**src/common/window_pkg.sv**
```systemverilog
// Constants and types shared by the program-space data window and its address mapper.
// Assumes one instruction clock and a synchronous program memory read port.
package window_pkg;

  // ==========================================================================
  // Widths.
  localparam int DATA_AW = 16;
  localparam int DATA_W = 16;
  localparam int PROG_W = 24;
  localparam int PAGE_W = 8;
  localparam int OFFS_W = 15;
  localparam int PROG_AW = PAGE_W + OFFS_W;
  localparam int CNT_W = 2;

  // ==========================================================================
  // Window geometry.
  localparam int WINDOW_BYTES = 32768;
  localparam int PAGE_WORDS = 16384;
  localparam int WIN_SEL_BIT = 15;
  localparam logic [DATA_AW-1:0] WINDOW_BASE = 16'h8000;

  // ==========================================================================
  // Extra instruction cycles for a window access.
  localparam logic [CNT_W-1:0] EXTRA_NONE = 2'h0;
  localparam logic [CNT_W-1:0] EXTRA_LIGHT = 2'h1;
  localparam logic [CNT_W-1:0] EXTRA_HEAVY = 2'h2;
  localparam logic [CNT_W-1:0] EXTRA_RPT_EDGE = 2'h2;
  localparam logic [CNT_W-1:0] EXTRA_RPT_FAST = 2'h0;

  // ==========================================================================
  // Reset values.
  localparam logic [DATA_W-1:0] RDATA_RST = 16'h0000;
  localparam logic [PROG_AW-1:0] PADDR_RST = 23'h000000;

  typedef enum logic {ST_IDLE, ST_WAIT} win_state_t;

endpackage : window_pkg

```
**src/common/win_if.sv**
```systemverilog
// Interface between the window controller and its address mapper.
// Assumes both ends sit in the instruction clock domain; it carries no state.
`timescale 1ns/100ps
interface win_if;
  import window_pkg::*;

  logic [DATA_AW-1:0] addr;
  logic win_en;
  logic [PAGE_W-1:0] page;
  logic table_busy;
  logic light_ins;
  logic in_repeat;
  logic rpt_first;
  logic rpt_last;
  logic rpt_irq_exit;
  logic rpt_irq_reenter;
  logic hit;
  logic [PROG_AW-1:0] prog_addr;
  logic [CNT_W-1:0] extra;

  modport core (
    output addr,
    output win_en,
    output page,
    output table_busy,
    output light_ins,
    output in_repeat,
    output rpt_first,
    output rpt_last,
    output rpt_irq_exit,
    output rpt_irq_reenter,
    input hit,
    input prog_addr,
    input extra
  );

  modport map (
    input addr,
    input win_en,
    input page,
    input table_busy,
    input light_ins,
    input in_repeat,
    input rpt_first,
    input rpt_last,
    input rpt_irq_exit,
    input rpt_irq_reenter,
    output hit,
    output prog_addr,
    output extra
  );
endinterface : win_if

```
**src/rtl/program_space_data_window.sv**
```systemverilog
// Data-space window onto one page of program memory, with its cycle penalties.
// Assumes single-cycle synchronous data and program memories on mclk, and core
// request signals generated on mclk.
`timescale 1ns/100ps

module program_space_data_window (
  input wire logic mclk,
  input wire logic reset_n,
  input wire logic window_en,
  input wire logic [window_pkg::PAGE_W-1:0] window_page,
  input wire logic table_busy,
  input wire logic cpu_req,
  input wire logic [window_pkg::DATA_AW-1:0] cpu_addr,
  input wire logic light_ins,
  input wire logic in_repeat,
  input wire logic rpt_first,
  input wire logic rpt_last,
  input wire logic rpt_irq_exit,
  input wire logic rpt_irq_reenter,
  output logic cpu_busy,
  output logic cpu_ack,
  output logic [window_pkg::DATA_W-1:0] cpu_rdata,
  output logic cpu_xspace,
  output logic cpu_from_prog,
  output logic dmem_req,
  output logic [window_pkg::DATA_AW-1:0] dmem_addr,
  input wire logic [window_pkg::DATA_W-1:0] dmem_rdata,
  output logic pmem_req,
  output logic [window_pkg::PROG_AW-1:0] pmem_addr,
  input wire logic [window_pkg::PROG_W-1:0] pmem_rdata
);
  import window_pkg::*;

  // ==========================================================================
  // Internal state and its next values.
  win_state_t state_q;
  win_state_t state_d;
  logic take;
  logic done;
  logic refetch;
  logic hit_q;
  logic hit_d;
  logic xspace_q;
  logic xspace_d;
  logic [CNT_W-1:0] cnt_q;
  logic [CNT_W-1:0] cnt_d;
  logic [PROG_AW-1:0] paddr_q;
  logic [PROG_AW-1:0] paddr_d;
  logic ack_q;
  logic ack_d;
  logic [DATA_W-1:0] rdata_q;
  logic [DATA_W-1:0] rdata_d;
  logic from_prog_q;
  logic from_prog_d;

  win_if w ();

  // ==========================================================================
  // Mapper hookup; it always looks at the live request.
  assign w.addr = cpu_addr;
  assign w.win_en = window_en;
  assign w.page = window_page;
  assign w.table_busy = table_busy;
  assign w.light_ins = light_ins;
  assign w.in_repeat = in_repeat;
  assign w.rpt_first = rpt_first;
  assign w.rpt_last = rpt_last;
  assign w.rpt_irq_exit = rpt_irq_exit;
  assign w.rpt_irq_reenter = rpt_irq_reenter;

  window_map u_map (
    .w(w.map)
  );

  // ==========================================================================
  // Request handshake.
  assign take = cpu_req && (state_q == ST_IDLE);
  assign done = (state_q == ST_WAIT) && (cnt_q == EXTRA_NONE);
  assign refetch = cpu_busy && hit_q && (cnt_q != EXTRA_NONE);
  assign cpu_busy = (state_q == ST_WAIT);

  // ==========================================================================
  // Memory ports. A window access refetches the same program address each penalty cycle.
  assign dmem_req = take && !w.hit;
  assign dmem_addr = cpu_addr;
  assign pmem_req = (take && w.hit) || refetch;
  assign pmem_addr = take ? w.prog_addr : paddr_q;

  // ==========================================================================
  // Sequencer.
  always_comb begin
    state_d = state_q;
    case (state_q)
      ST_IDLE: begin
        if (take) begin
          state_d = ST_WAIT;
        end
      end
      ST_WAIT: begin
        if (done) begin
          state_d = ST_IDLE;
        end
      end
      default: begin
        state_d = ST_IDLE;
      end
    endcase
  end

  always_ff @(posedge mclk or negedge reset_n) begin
    if (!reset_n) begin
      state_q <= ST_IDLE;
    end else begin
      state_q <= state_d;
    end
  end

  // ==========================================================================
  // Penalty counter, loaded with the extra cycles at the request.
  always_comb begin
    cnt_d = cnt_q;
    if (take) begin
      cnt_d = w.extra;
    end else if (cpu_busy && (cnt_q != EXTRA_NONE)) begin
      cnt_d = cnt_q - 2'h1;
    end
  end

  always_ff @(posedge mclk or negedge reset_n) begin
    if (!reset_n) begin
      cnt_q <= EXTRA_NONE;
    end else begin
      cnt_q <= cnt_d;
    end
  end

  // ==========================================================================
  // Latched request attributes.
  always_comb begin
    hit_d = hit_q;
    xspace_d = xspace_q;
    paddr_d = paddr_q;
    if (take) begin
      hit_d = w.hit;
      xspace_d = cpu_addr[WIN_SEL_BIT];
      paddr_d = w.prog_addr;
    end
  end

  always_ff @(posedge mclk or negedge reset_n) begin
    if (!reset_n) begin
      hit_q <= 1'b0;
      paddr_q <= PADDR_RST;
    end else begin
      hit_q <= hit_d;
      paddr_q <= paddr_d;
    end
  end

  always_ff @(posedge mclk or negedge reset_n) begin
    if (!reset_n) begin
      xspace_q <= 1'b0;
    end else begin
      xspace_q <= xspace_d;
    end
  end

  // ==========================================================================
  // Answer: data captured the cycle after the last fetch, then a one-cycle ack.
  always_comb begin
    rdata_d = rdata_q;
    from_prog_d = from_prog_q;
    if (done) begin
      rdata_d = hit_q ? pmem_rdata[DATA_W-1:0] : dmem_rdata;
      from_prog_d = hit_q;
    end
  end

  always_ff @(posedge mclk or negedge reset_n) begin
    if (!reset_n) begin
      rdata_q <= RDATA_RST;
    end else begin
      rdata_q <= rdata_d;
    end
  end

  always_ff @(posedge mclk or negedge reset_n) begin
    if (!reset_n) begin
      from_prog_q <= 1'b0;
    end else begin
      from_prog_q <= from_prog_d;
    end
  end

  assign ack_d = done;

  always_ff @(posedge mclk or negedge reset_n) begin
    if (!reset_n) begin
      ack_q <= 1'b0;
    end else begin
      ack_q <= ack_d;
    end
  end

  assign cpu_ack = ack_q;
  assign cpu_rdata = rdata_q;
  assign cpu_xspace = xspace_q;
  assign cpu_from_prog = from_prog_q;

endmodule : program_space_data_window

```
**src/rtl/window_map.sv**
```systemverilog
// Address decode, program address forming and cycle-penalty decode for the window.
// Assumes its inputs are stable in the cycle a request is taken; purely combinational.
`timescale 1ns/100ps
module window_map (
  win_if.map w
);
  import window_pkg::*;

  // ==========================================================================
  // Decode of a window hit.
  always_comb begin
    w.hit = w.addr[WIN_SEL_BIT] & w.win_en & ~w.table_busy;
  end

  // ==========================================================================
  // Program address: page above the untouched low address bits.
  always_comb begin
    w.prog_addr = {w.page, w.addr[OFFS_W-1:0]};
  end

  // ==========================================================================
  // Extra cycles owed by the access.
  always_comb begin
    if (!w.hit) begin
      w.extra = EXTRA_NONE;
    end else if (!w.in_repeat) begin
      w.extra = w.light_ins ? EXTRA_LIGHT : EXTRA_HEAVY;
    end else if (w.rpt_first | w.rpt_last | w.rpt_irq_exit | w.rpt_irq_reenter) begin
      w.extra = EXTRA_RPT_EDGE;
    end else begin
      w.extra = EXTRA_RPT_FAST;
    end
  end

endmodule : window_map
```
**config.mk**
```make
export PLATFORM = sky130hd
export DESIGN_NAME = program_space_data_window
export DESIGN_NICKNAME = d
export VERILOG_FILES = /design/src/common/window_pkg.sv /design/src/common/win_if.sv /design/src/rtl/program_space_data_window.sv /design/src/rtl/window_map.sv
export SDC_FILE = /design/constraint.sdc
export NUM_CORES = 1
export LEC_CHECK = 0
export ABC_AREA = 1
export BUFFER_PORTS_ARGS = -buffer_cell sky130_fd_sc_hd__buf_2
export CAP_MARGIN = 20
export CORE_ASPECT_RATIO = 0.9
export CORE_MARGIN = 2
export CORE_UTILIZATION = 35
export CTS_CLUSTER_DIAMETER = 40
export DETAILED_ROUTE_END_ITERATION = 8
export GPL_TIMING_DRIVEN = 1
export PLACE_DENSITY = 0.67
export SYNTH_ARGS = -nofsm -noshare
export SYNTH_HDL_FRONTEND = slang
export SYNTH_SLANG_ARGS = --single-unit
export TNS_END_PERCENT = 50
```
**constraint.sdc**
```tcl
create_clock -name mclk -period 1.45 [get_ports mclk]
set_input_delay 0.145 -clock mclk [delete_from_list [all_inputs] [get_ports mclk]]
set_output_delay 0.145 -clock mclk [all_outputs]
set_load 0.03 [all_outputs]
```
==> results by group, run 1 <==
Status
  • Status: complete, but fails checks
  • Failing checks: negative setup slack

Floorplanning
  • Core ar.: a little over 0.006 mm2
  • Initial core utilization: 0.360
  • Chip width: between 80 and 90 um
  • Die extent in y: between 70 and 80 um
  • Rows: 27
  • Die area: between 0.006 and 0.007 mm2
  • I/O pins: approximately 140

Place
  • Port Buffers: 127
  • Detailed placement HPWL: between 3000 and 4000 um
  • Final Wtd Congestion: 0.725

Power
  • VDD IR-drop max: 1.23 mV
  • Leakage: 1.66 nW
  • Total Power: approximately 7.6 mW
  • Pwr/cell area: 2330 mW/mm2

Yosys
  • YS warnings: 0
  • Post-synth cell types: 21
  • Syn Inst Count: between 200 and 250
  • Post-Syn Area: approximately 0.0022 mm2
  • Syn_area_per_cell: 8.95 um2
  • Synth area leader: dfrtp_1
  • Net Count, Synth: approximately 320
  • Sequential element share of the synthesized area: 0.523
  • Top cells by area, synth: dfrtp_1, nand2_1, buf_4
  • Synthesized flop and latch total: 46
  • Post-synth top area share: 0.523

STA
  • Slew HR: 0.791
  • Min cycle time layout: about 1.6 ns
  • Fin. max-slew vios: 0
  • Slew @ Worst Pin: 0.314 ns
  • Setup Skew: between 0.008 and 0.009 ns
  • Final period util: 1.10
  • Fmax: approximately 0.63 GHz
  • Final hold violation count: 0
  • Fin Hold WS: roughly 0.064 ns
  • Setup ws final: -0.146 ns
  • RSZ-0062 raised after global routing: yes
  • Setup violations, final: 25

Worst hold path
  • Hold_sp: window_page[3]
  • Hold Path Depth: 3
  • Hold Path Class: in2reg

GRT
  • First-pass GRT wire length: around 8000 um
  • Gr usage total: 0.147
  • Vias in the first global route: about 1,800
  • Initial antenna violation count: 0
  • Largest net degree at the start of global routing: between 40 and 50
  • GRT overflow: 0

Flow run
  • Max-capacitance violation count: 0

Layout
  • Nets: ~440
  • Area grow syn2layout: 47.2%
  • Share of cells above drive strength 1: 0.580
  • # fillers: 567
  • N_diodes: 0

Worst setup path
  • Req. time, crit path: between 1 and 1.5 ns
  • Maximum fanout along the worst path: 8
  • RR Startpoint: cpu_busy$_DFF_PN0_
  • CP Capture Type: output pin
  • Crit Path Category: reg2out
  • Worst reg2reg path depth: 8
  • WP data arrival: 1.45 ns
  • Critical path launch point type: flop
  • Launch point of the worst path: cpu_busy$_DFF_PN0_

Clock tree
  • Worst-skew pair later-pin latency: 0.30 ns
  • Root Driver: clkbuf_8
  • Maximum clock path buffer count: 2
  • CTS tree: yes
  • Num CTS Buffers: 5
  • Sink Count: 46
  • H-tree levels: 2
  • Reg clk slew, reported paths: 0.10 ns

Routing
  • Initial DRC Count: slightly above 40
  • DRC violations left: 0
  • DR vias/cell: between 4 and 5
  • Router iterations before antenna repair: 4
  • Via count: about 2,000
  • Final Routed Wirelength: 5460 um
  • Wire length per cell: ~12 um
  • ANT nets after route: 0
-- state kept, by name (all words and copies together) (netlist names) --
name           flops
cpu_ack            1
cpu_busy           1
cpu_xspace         1
cnt_q              2
cpu_rdata         16
paddr_q           23
cpu_from_prog      1
hit_q              1
-- per-layer routing --
| metal | global-route usage | share of wire | up-vias | wire [um] |
|---|---|---|---|---|
| met4 | 0.0415 | 0.0075 | 0 | 41 |
| met2 | 0.252 | 0.49 | 86 | 2670 |
| met3 | 0.0447 | 0.077 | 5 | 419 |
| met1 | 0.177 | 0.43 | 891 | 2320 |
| li1 | - | - | 992 | - |
| met5 | 0 | 0 | - | 0 |
-- report_power, final --
part | leakage [nW] | internal, mW | switching [mW]
combinational | 1.07 | 1.71 | 2.87
clock | 0.0447 | 0.349 | 0.472
sequential | 0.549 | 1.89 | 0.260
-- synth_stat cells --
cell type	n
nor2_1	16
nand2_4	2
inv_1	7
o21ai_0	3
buf_2	1
o21ai_2	1
nor2_2	9
nand3_1	1
nand4_1	1
inv_6	1
a21oi_1	16
buf_6	4
ha_1	1
a21oi_2	17
o21ai_1	1
buf_4	20
inv_2	2
nor2_4	1
dfrtp_1	46
nand2_1	95
buf_12	1
-- area by class of cell --
type                    count  area [um2]  share of cell area
multi-input cells         164         882               0.272
clock buffers               5        68.8              0.0212
well taps                  87         109              0.0336
clock inverters             3        25.0             0.00772
flip-flops and latches     46        1150               0.355
inverters                  10        52.6              0.0162
repair buffers            141         952               0.294
-- worst paths after layout --
check	end	slack [ns]
max	pmem_addr[16]	-0.15
min	paddr_q[18]$_DFF_PN0_	0.06
max reg2reg	cnt_q[1]$_DFFE_PN0P_	0.11
min reg2reg	paddr_q[11]$_DFF_PN0_	0.48
max in group asynchronous	cpu_rdata[10]$_DFFE_PN0P_	0.88
min in group asynchronous	paddr_q[1]$_DFF_PN0_	0.34
-- what timing repair did --
action,in CTS,in global routing
cloned,0,1
endpoints found under the setup margin,25,32
pin swaps,2,9
buffers inserted,1,5
resized for setup,36,61
endpoints found under the hold margin,46,0
hold buffers,1,0
-- stage by stage --
step	TNS [ns]	cell area, um2	util	setup slack (ns)	std cells
floorplan	-0.0660	2200	-	-0.0660	246
global placement	0	2780	0.455	0.110	440
detailed placement	0	2780	0.455	0.0840	440
CTS	-2.14	3000	0.490	-0.136	450
global route	-4.86	3240	0.530	-0.228	456
finish	-2.70	3240	0.530	-0.146	456
-- layout by cell type (no fill, tap or decap) --
cell type and instances:
buf_2 102, nand2_1 64, dfrtp_1 46, nand2_2 29, buf_6 27, a21oi_2 17
nor2_1 16, a21oi_1 16, nor2_2 9, inv_1 7, buf_4 7, clkbuf_8 5
nand2_4 4, inv_8 2, o21ai_2 2, o21ai_0 2, buf_8 2, nor2_4 1
inv_2 1, nand3_1 1, o21ai_1 1, nand4_1 1, ha_2 1, clkinvlp_4 1
inv_6 1, clkinv_4 1, clkbuf_16 1, dlygate4sd3_1 1, buf_12 1
-- worst max-delay path, stage by stage, from the launching register on --
cell and delay, ns:
dfrtp_1 0.42, nor2_4 0.19, buf_8 0.15, buf_8 0.13, nand2_2 0.05, nand2_2 0.07
buf_6 0.13
-- cells by family after synthesis --
logic type	share of synthesized area
AO/OA/AOI/OAI	0.117
flip-flops	0.523
buffers and inverters	0.119
adder cells (fa/ha/maj)	0.00568
AND/OR/NAND/NOR	0.235
Power figures use the tool's default switching activity.
==> inputs of run 2 (changes only) <==
Settings changed: CORE_UTILIZATION 35 to 28, PLACE_DENSITY 0.67 to 0.62, SETUP_SLACK_MARGIN from default to 0.2.
==> results by group, run 2 (synthesis results as in run 1) <==
Floorplanning
  • I/O pins: 136 (unchanged)
  • Die area: 0.00859 mm2 (+24%)
  • Rows: 30 (+11%)
  • Die extent in y: 88.1 um (+11%)
  • Chip width: 97.5 um (+11%)
  • Core ar.: 0.00758 mm2 (+24%)
  • Initial core utilization: 0.290 (-0.0697)

GRT
  • Initial antenna violation count: 0 (unchanged)
  • Met2 Use GR: 0.209 (-0.0429)
  • GR peak layer: met2
  • GR Util met1: 0.159 (-0.0179)
  • Vias in the first global route: 1,837 (+2.2%)
  • GRT overflow: 0 (unchanged)
  • Gr usage total: 0.126 (-0.0206)
  • First-pass GRT wire length: 8750 um (+9.6%)
  • Largest net degree at the start of global routing: 47 (unchanged)
  • Met3 Use GR: 0.0399 (-0.00479)

Power
  • VDD IR-drop max: 0.983 mV (-20%)
  • Part of the power in registers: 0.262 (-0.023)
  • Leakage: 1.74 nW (+4.3%)
  • NetSw: 3.77 mW (+4.7%)
  • Switching share of power: 0.457 (-0.0196)
  • Clock power share: 0.140 (+0.031)
  • Pwr/cell area: 2380 mW/mm2 (+2.2%)
  • Int Pwr: 4.47 mW (+13%)
  • Total Power: 8.25 mW (+9.2%)
  • Comb pwr share: 0.599 (-0.007)

Layout
  • Area grow syn2layout: 57.3%
  • Commonest non-fill, non-tap cell in the layout: buf_2
  • Largest register FFs: 23 (unchanged)
  • Largest reg by FF count: paddr_q
  • Most frequent cells in the layout: buf_2, nand2_1, dfrtp_1
  • Nets: 443 (-0.23%)
  • Share of cells above drive strength 1: 0.617 (+0.0369)
  • Core Util, Final: 0.457 (-0.0730)
  • N_diodes: 0 (unchanged)
  • # fillers: 743 (+31%)

Worst setup path
  • RR Startpoint: cnt_q[0]$_DFFE_PN0P_
  • Worst r2r dst: cpu_rdata[9]$_DFFE_PN0P_
  • Crit Path Category: reg2out
  • Req. time, crit path: 1.31 ns (about the same)
  • WP data arrival: 1.42 ns (-0.03 ns)
  • Worst reg2reg path depth: 6 (-2)
  • Maximum fanout along the worst path: 6 (-2)
  • CP Capture Type: output pin
  • R2R Setup Slk: 0.14 ns (+0.03 ns)
  • Critical path launch point type: flop

Place
  • Pre-CTS setup slack: 0.0104 ns (-0.0736 ns)
  • Final Wtd Congestion: 0.739 (+1.9%)
  • Port Buffers: 127 (unchanged)
  • Detailed placement HPWL: 3940 um (+7.8%)

STA
  • Setup TNS: -2.34 ns (+0.355 ns)
  • Fin Hold WS: 0.0688 ns (+0.00521 ns)
  • Min cycle time layout: 1.56 ns (-0.0340 ns)
  • Final period util: 1.08 (-0.0234)
  • Setup violations, final: 25 (unchanged)
  • Final hold violation count: 0 (unchanged)
  • Slew HR: 0.760 (-0.0310)
  • RSZ-0062 raised after global routing: yes
  • Slew @ Worst Pin: 0.360 ns (+0.0462 ns)
  • Fmax: 0.640 GHz (+2.2%)
  • Fin. max-slew vios: 0 (unchanged)
  • Setup ws final: -0.112 ns (+0.0340 ns)
  • Setup Skew: 0.0129 ns (+0.00406 ns)

Clock tree
  • Num CTS Buffers: 5 (unchanged)
  • CTS tree: yes
  • Reg clk slew, reported paths: 0.10 ns (about the same)
  • Worst-skew pair later-pin latency: 0.30 ns (about the same)
  • H-tree levels: 2 (unchanged)
  • Sink Count: 46 (unchanged)
  • Root Driver: clkbuf_8
  • Maximum clock path buffer count: 2 (unchanged)

Routing
  • Final Routed Wirelength: 5780 um (+6.0%)
  • Initial DRC Count: 45 (+9.8%)
  • Wire length per cell: 12.5 um (+4.1%)
  • DR vias/cell: 4.30 (-0.63%)
  • Router iterations before antenna repair: 4 (unchanged)
  • ANT nets after route: 0 (unchanged)
  • Via count: 1,996 (+1.1%)
  • DRC violations left: 0 (unchanged)

Status
  • Failing checks: negative setup slack
  • Status: complete, but fails checks

Worst hold path
  • Hold Path Class: in2reg
  • Hold Path Depth: 3 (unchanged)
  • End of the worst hold path: paddr_q[16]$_DFF_PN0_
  • Hold_sp: window_page[1]

Flow run
  • Max-capacitance violation count: 0 (unchanged)
## run 2: cell count changes in the layout (fill, tap and decap cells not counted), moves of 2 or more
cell	before	now
buf_12	1	3
buf_6	27	25
bufinv_16	0	2
nand2_1	64	52
nand2_2	29	19
nand2_4	4	26
## run 2: how the worst max path moves through the flow
stage	startpoint	endpoint
after floorplan	cpu_busy$_DFF_PN0_	pmem_addr[10]
after global placement	cpu_busy$_DFF_PN0_	pmem_addr[18]
after detailed placement	cpu_busy$_DFF_PN0_	pmem_addr[4]
after CTS	cpu_busy$_DFF_PN0_	pmem_addr[4]
after global routing	cpu_busy$_DFF_PN0_	pmem_addr[2]
final	cpu_busy$_DFF_PN0_	pmem_addr[16]
## run 2: layout make-up
cell class / count / area [um2] / share of cell area
flip-flops and latches: 46 / 1150 / 0.333
multi-input cells: 164 / 1030 / 0.297
repair buffers: 140 / 972 / 0.281
well taps: 96 / 120 / 0.0347
clock buffers: 5 / 68.8 / 0.0199
clock inverters: 3 / 68.8 / 0.0199
inverters: 10 / 52.6 / 0.0152
## run 2: metrics by stage
step	instance area (um2)	cells
finish	3460	464
global route	3460	464
CTS	3160	459
detailed placement	2970	450
global placement	2970	450
floorplan	2360	246
## run 2: timing repair
item                                    CTS  global route
resized for setup                        15            90
gates cloned                              0             3
hold endpoints to repair                 46             0
endpoints found under the setup margin   42            45
setup buffers                             0             2
hold buffers                              1             0
pin swaps                                 0             5
## run 2: layer usage
metal,wire (um),share of wire,vias up
met5,0,0,-
met4,42,0.0073,0
met3,431,0.075,5
met2,2790,0.48,73
met1,2520,0.44,920
li1,-,-,998
## run 2: worst max-delay path: stages, from the launching register on
cell,delay [ns]
dfrtp_2,0.43
nor2_4,0.13
buf_12,0.15
clkbuf_16,0.17
nand2_2,0.06
nand2_4,0.06
buf_6,0.13
## run 2: power groups by stage
stage / combinational, mW / clock, mW / sequential (mW)
after floorplan: 2.68 / 0 / 2.70
after global placement: 4.11 / 0 / 2.15
after detailed placement: 4.17 / 0 / 2.17
after CTS: 4.29 / 1.20 / 2.14
after global routing: 5.29 / 1.26 / 2.21
final: 4.94 / 1.15 / 2.16
==> inputs of run 3 (changes only) <==
Settings changed: ABC_AREA 1 to default, CORE_UTILIZATION 28 to 42, PLACE_DENSITY 0.62 to default, PLACE_DENSITY_LB_ADDON from default to 0.3.
==> results by group, run 3 <==
STA
  • Fin. max-slew vios: 0 (unchanged)
  • Setup ws final: -0.186 ns (-0.0732 ns)
  • Slew HR: 0.829 (+0.0693)
  • RSZ-0062 raised after global routing: yes
  • Setup violations, final: 25 (unchanged)
  • Min cycle time layout: 1.64 ns (+0.0732 ns)
  • Slew @ Worst Pin: 0.257 ns (-0.103 ns)
  • Setup Skew: 0.00618 ns (-0.00676 ns)
  • Fmax: 0.611 GHz (-4.5%)
  • Final period util: 1.13 (+0.0505)
  • Final hold violation count: 0 (unchanged)

Yosys
  • Post-synthesis adder-cell area fraction: 0.00587 (+0.000183)
  • Mux cell area share after synthesis: 0.242 (+0.242)
  • Synth cell count leaders: dfrtp_1, buf_4, mux2_4, mux2i_1, nand2_1
  • Synth area leader: dfrtp_1
  • Main combinational cell family by area after synthesis: multiplexers
  • Ys flop type: dfrtp_1
  • Post-Syn Area: 0.00213 mm2 (-3.1%)
  • Compound-Gate Fraction of Synth Area: 0.0522 (-0.0648)
  • Top-count cell post-synth: dfrtp_1
  • YS warnings: 0 (unchanged)
  • Synth Area in XOR/XNOR: 0 (unchanged)
  • Post-synth EDFFs: 0 (unchanged)
  • Async SR Flop Fraction: 1.00 (unchanged)
  • Syn Inst Count: 166 (-33%)
  • Post-synth cell types: 24 (+14%)
  • Sequential element share of the synthesized area: 0.540 (+0.0169)
  • Syn_area_per_cell: 12.9 um2 (+44%)
  • Synth Area in Simple Gates: 0.0651 (-0.170)
  • Net Count, Synth: 242 (-25%)
  • Synthesized flop and latch total: 46 (unchanged)
  • Top cells by area, synth: dfrtp_1, mux2_4, mux2i_1
  • Post-synth top area share: 0.540 (+0.0169)

Power
  • VDD IR-drop max: 1.54 mV (+57%)
  • Pwr/cell area: 2410 mW/mm2 (+1.3%)
  • Leakage: 1.60 nW (-8.0%)
  • Total Power: 7.23 mW (-12%)

Clock tree
  • CTS tree: yes
  • Reg clk slew, reported paths: 0.08 ns (-0.02 ns)
  • Worst-skew pair later-pin latency: 0.29 ns (about the same)
  • Sink Count: 46 (unchanged)
  • Root Driver: clkbuf_8
  • Maximum clock path buffer count: 2 (unchanged)
  • H-tree levels: 2 (unchanged)
  • Num CTS Buffers: 5 (unchanged)

Worst setup path
  • Slowest-stage cell, CP: dfrtp_2
  • CP Capture Type: output pin
  • Crit Path Category: reg2out
  • Worst reg2reg path depth: 5 (-1)
  • Critical path launch point type: flop
  • Req. time, crit path: 1.31 ns (about the same)
  • Maximum fanout along the worst path: 10 (+4)
  • Crit-path max cell delay: 0.40 ns (-0.03 ns)
  • Cell breakdown of the critical path: nand2b_4 -> buf_6 -> mux2_4 -> buf_4
  • WP data arrival: 1.49 ns (+0.07 ns)

Place
  • Final Wtd Congestion: 0.720 (-2.6%)
  • Pre-CTS setup slack: 0.0809 ns (+0.0705 ns)
  • Detailed placement HPWL: 3370 um (-14%)
  • Port Buffers: 127 (unchanged)

Status
  • Failing checks: negative setup slack
  • Status: complete, but fails checks

GRT
  • Largest net degree at the start of global routing: 47 (unchanged)
  • GRT overflow: 0 (unchanged)
  • Vias in the first global route: 1,557 (-15%)
  • Gr usage total: 0.160 (+0.0334)
  • Initial antenna violation count: 0 (unchanged)
  • First-pass GRT wire length: 7020 um (-20%)

Floorplanning
  • Core ar.: 0.00486 mm2 (-36%)
  • Chip width: 79.1 um (-19%)
  • Rows: 24 (-20%)
  • Die area: 0.00567 mm2 (-34%)
  • I/O pins: 136 (unchanged)
  • Die extent in y: 71.6 um (-19%)
  • Initial core utilization: 0.439 (+0.148)

Routing
  • DR vias/cell: 4.52 (+5.0%)
  • Final Routed Wirelength: 4450 um (-23%)
  • Uppermost routed layer: met4
  • ANT nets after route: 0 (unchanged)
  • Wire length per cell: 12.7 um (+1.7%)
  • Met1 wire length: 1880 um (-25%)
  • Via count: 1,585 (-21%)
  • DR WL met3: 276 um (-36%)
  • DRC violations left: 0 (unchanged)
  • Met2 WL: 2230 um (-20%)
  • Router iterations before antenna repair: 4 (unchanged)
  • Initial DRC Count: 54 (+20%)

Worst hold path
  • Hold Path Class: in2reg
  • Hold Path Depth: 2 (-1)

Layout
  • N_diodes: 0 (unchanged)
  • Largest reg by FF count: paddr_q
  • Area grow syn2layout: 40.5%
  • Largest register FFs: 23 (unchanged)
  • Nets: 361 (-19%)
  • Share of cells above drive strength 1: 0.605 (-0.0120)
  • # fillers: 422 (-43%)
  • Most frequent cells in the layout: buf_2, dfrtp_1, buf_4
  • Commonest non-fill, non-tap cell in the layout: buf_2

Flow run
  • Max-capacitance violation count: 0 (unchanged)
## run 3: power by group
part	internal [mW]	switching, mW	leakage [nW]	total (mW)
logic	1.69	2.44	0.986	4.13
registers	1.92	0.218	0.553	2.14
clock network	0.562	0.401	0.0585	0.963
total	4.17	3.06	1.60	7.23
## run 3: worst paths after layout
check                                            endpoint  slack, ns                      from
worst min register to register   cpu_rdata[9]$_DFFE_PN0P_       0.48  cpu_rdata[9]$_DFFE_PN0P_
worst max-delay path                        pmem_addr[14]      -0.19        cpu_busy$_DFF_PN0_
worst max register to register  cpu_rdata[10]$_DFFE_PN0P_       0.16      cnt_q[0]$_DFFE_PN0P_
max in group asynchronous       cpu_rdata[12]$_DFFE_PN0P_       0.87                   reset_n
min in group asynchronous       cpu_rdata[13]$_DFFE_PN0P_       0.35                   reset_n
worst min-delay path                paddr_q[17]$_DFF_PN0_       0.10            window_page[2]
## run 3: final cells by class
| type | instances | area [um2] | share of cell area |
|---|---|---|---|
| inverters | 3 | 11.3 | 0.00376 |
| clock inverters | 1 | 30.0 | 0.0100 |
| multi-input cells | 93 | 793 | 0.265 |
| clock buffers | 7 | 86.3 | 0.0288 |
| well taps | 65 | 81.3 | 0.0271 |
| flip-flops and latches | 46 | 1150 | 0.384 |
| repair buffers | 136 | 843 | 0.281 |
## run 3: repair_timing
item | in CTS | in global routing
endpoints found under the setup margin | 43 | 44
hold buffers | 1 | 0
resized for setup | 36 | 0
endpoints found under the hold margin | 46 | 0
buffers inserted | 1 | 0
cloned | 0 | 0
pin swaps | 0 | 0
## run 3: routing by layer
layer,up-vias,track usage
met5,-,0
met4,0,0.0575
met3,6,0.0403
met2,64,0.276
met1,729,0.195
li1,786,-
## run 3: critical path, delay by kind of cell, from the launching register on
kind | cells | cell delay [ns]
flip-flops | 1 | 0.40
AND/OR/NAND/NOR | 1 | 0.15
multiplexers | 1 | 0.31
buffers and inverters | 2 | 0.33
## run 3: cells by family after synthesis
logic type | count (synthesis)
simple gates | 30
compound gates | 20
flops | 46
mux | 42
fa+ha+maj | 1
buf+inv | 27
## run 3: metrics by stage
step / cells / area (um2) / hold WS (ns) / util / TNS [ns]
finish: 351 / 3000 / 0.104 / 0.616 / -4.27
global route: 351 / 3000 / 0.0938 / 0.616 / -5.79
CTS: 351 / 3000 / 0.0901 / 0.616 / -4.65
detailed placement: 341 / 2760 / 0.146 / 0.567 / 0
global placement: 341 / 2760 / 0.146 / 0.567 / 0
floorplan: 166 / 2150 / -0.151 / - / 0
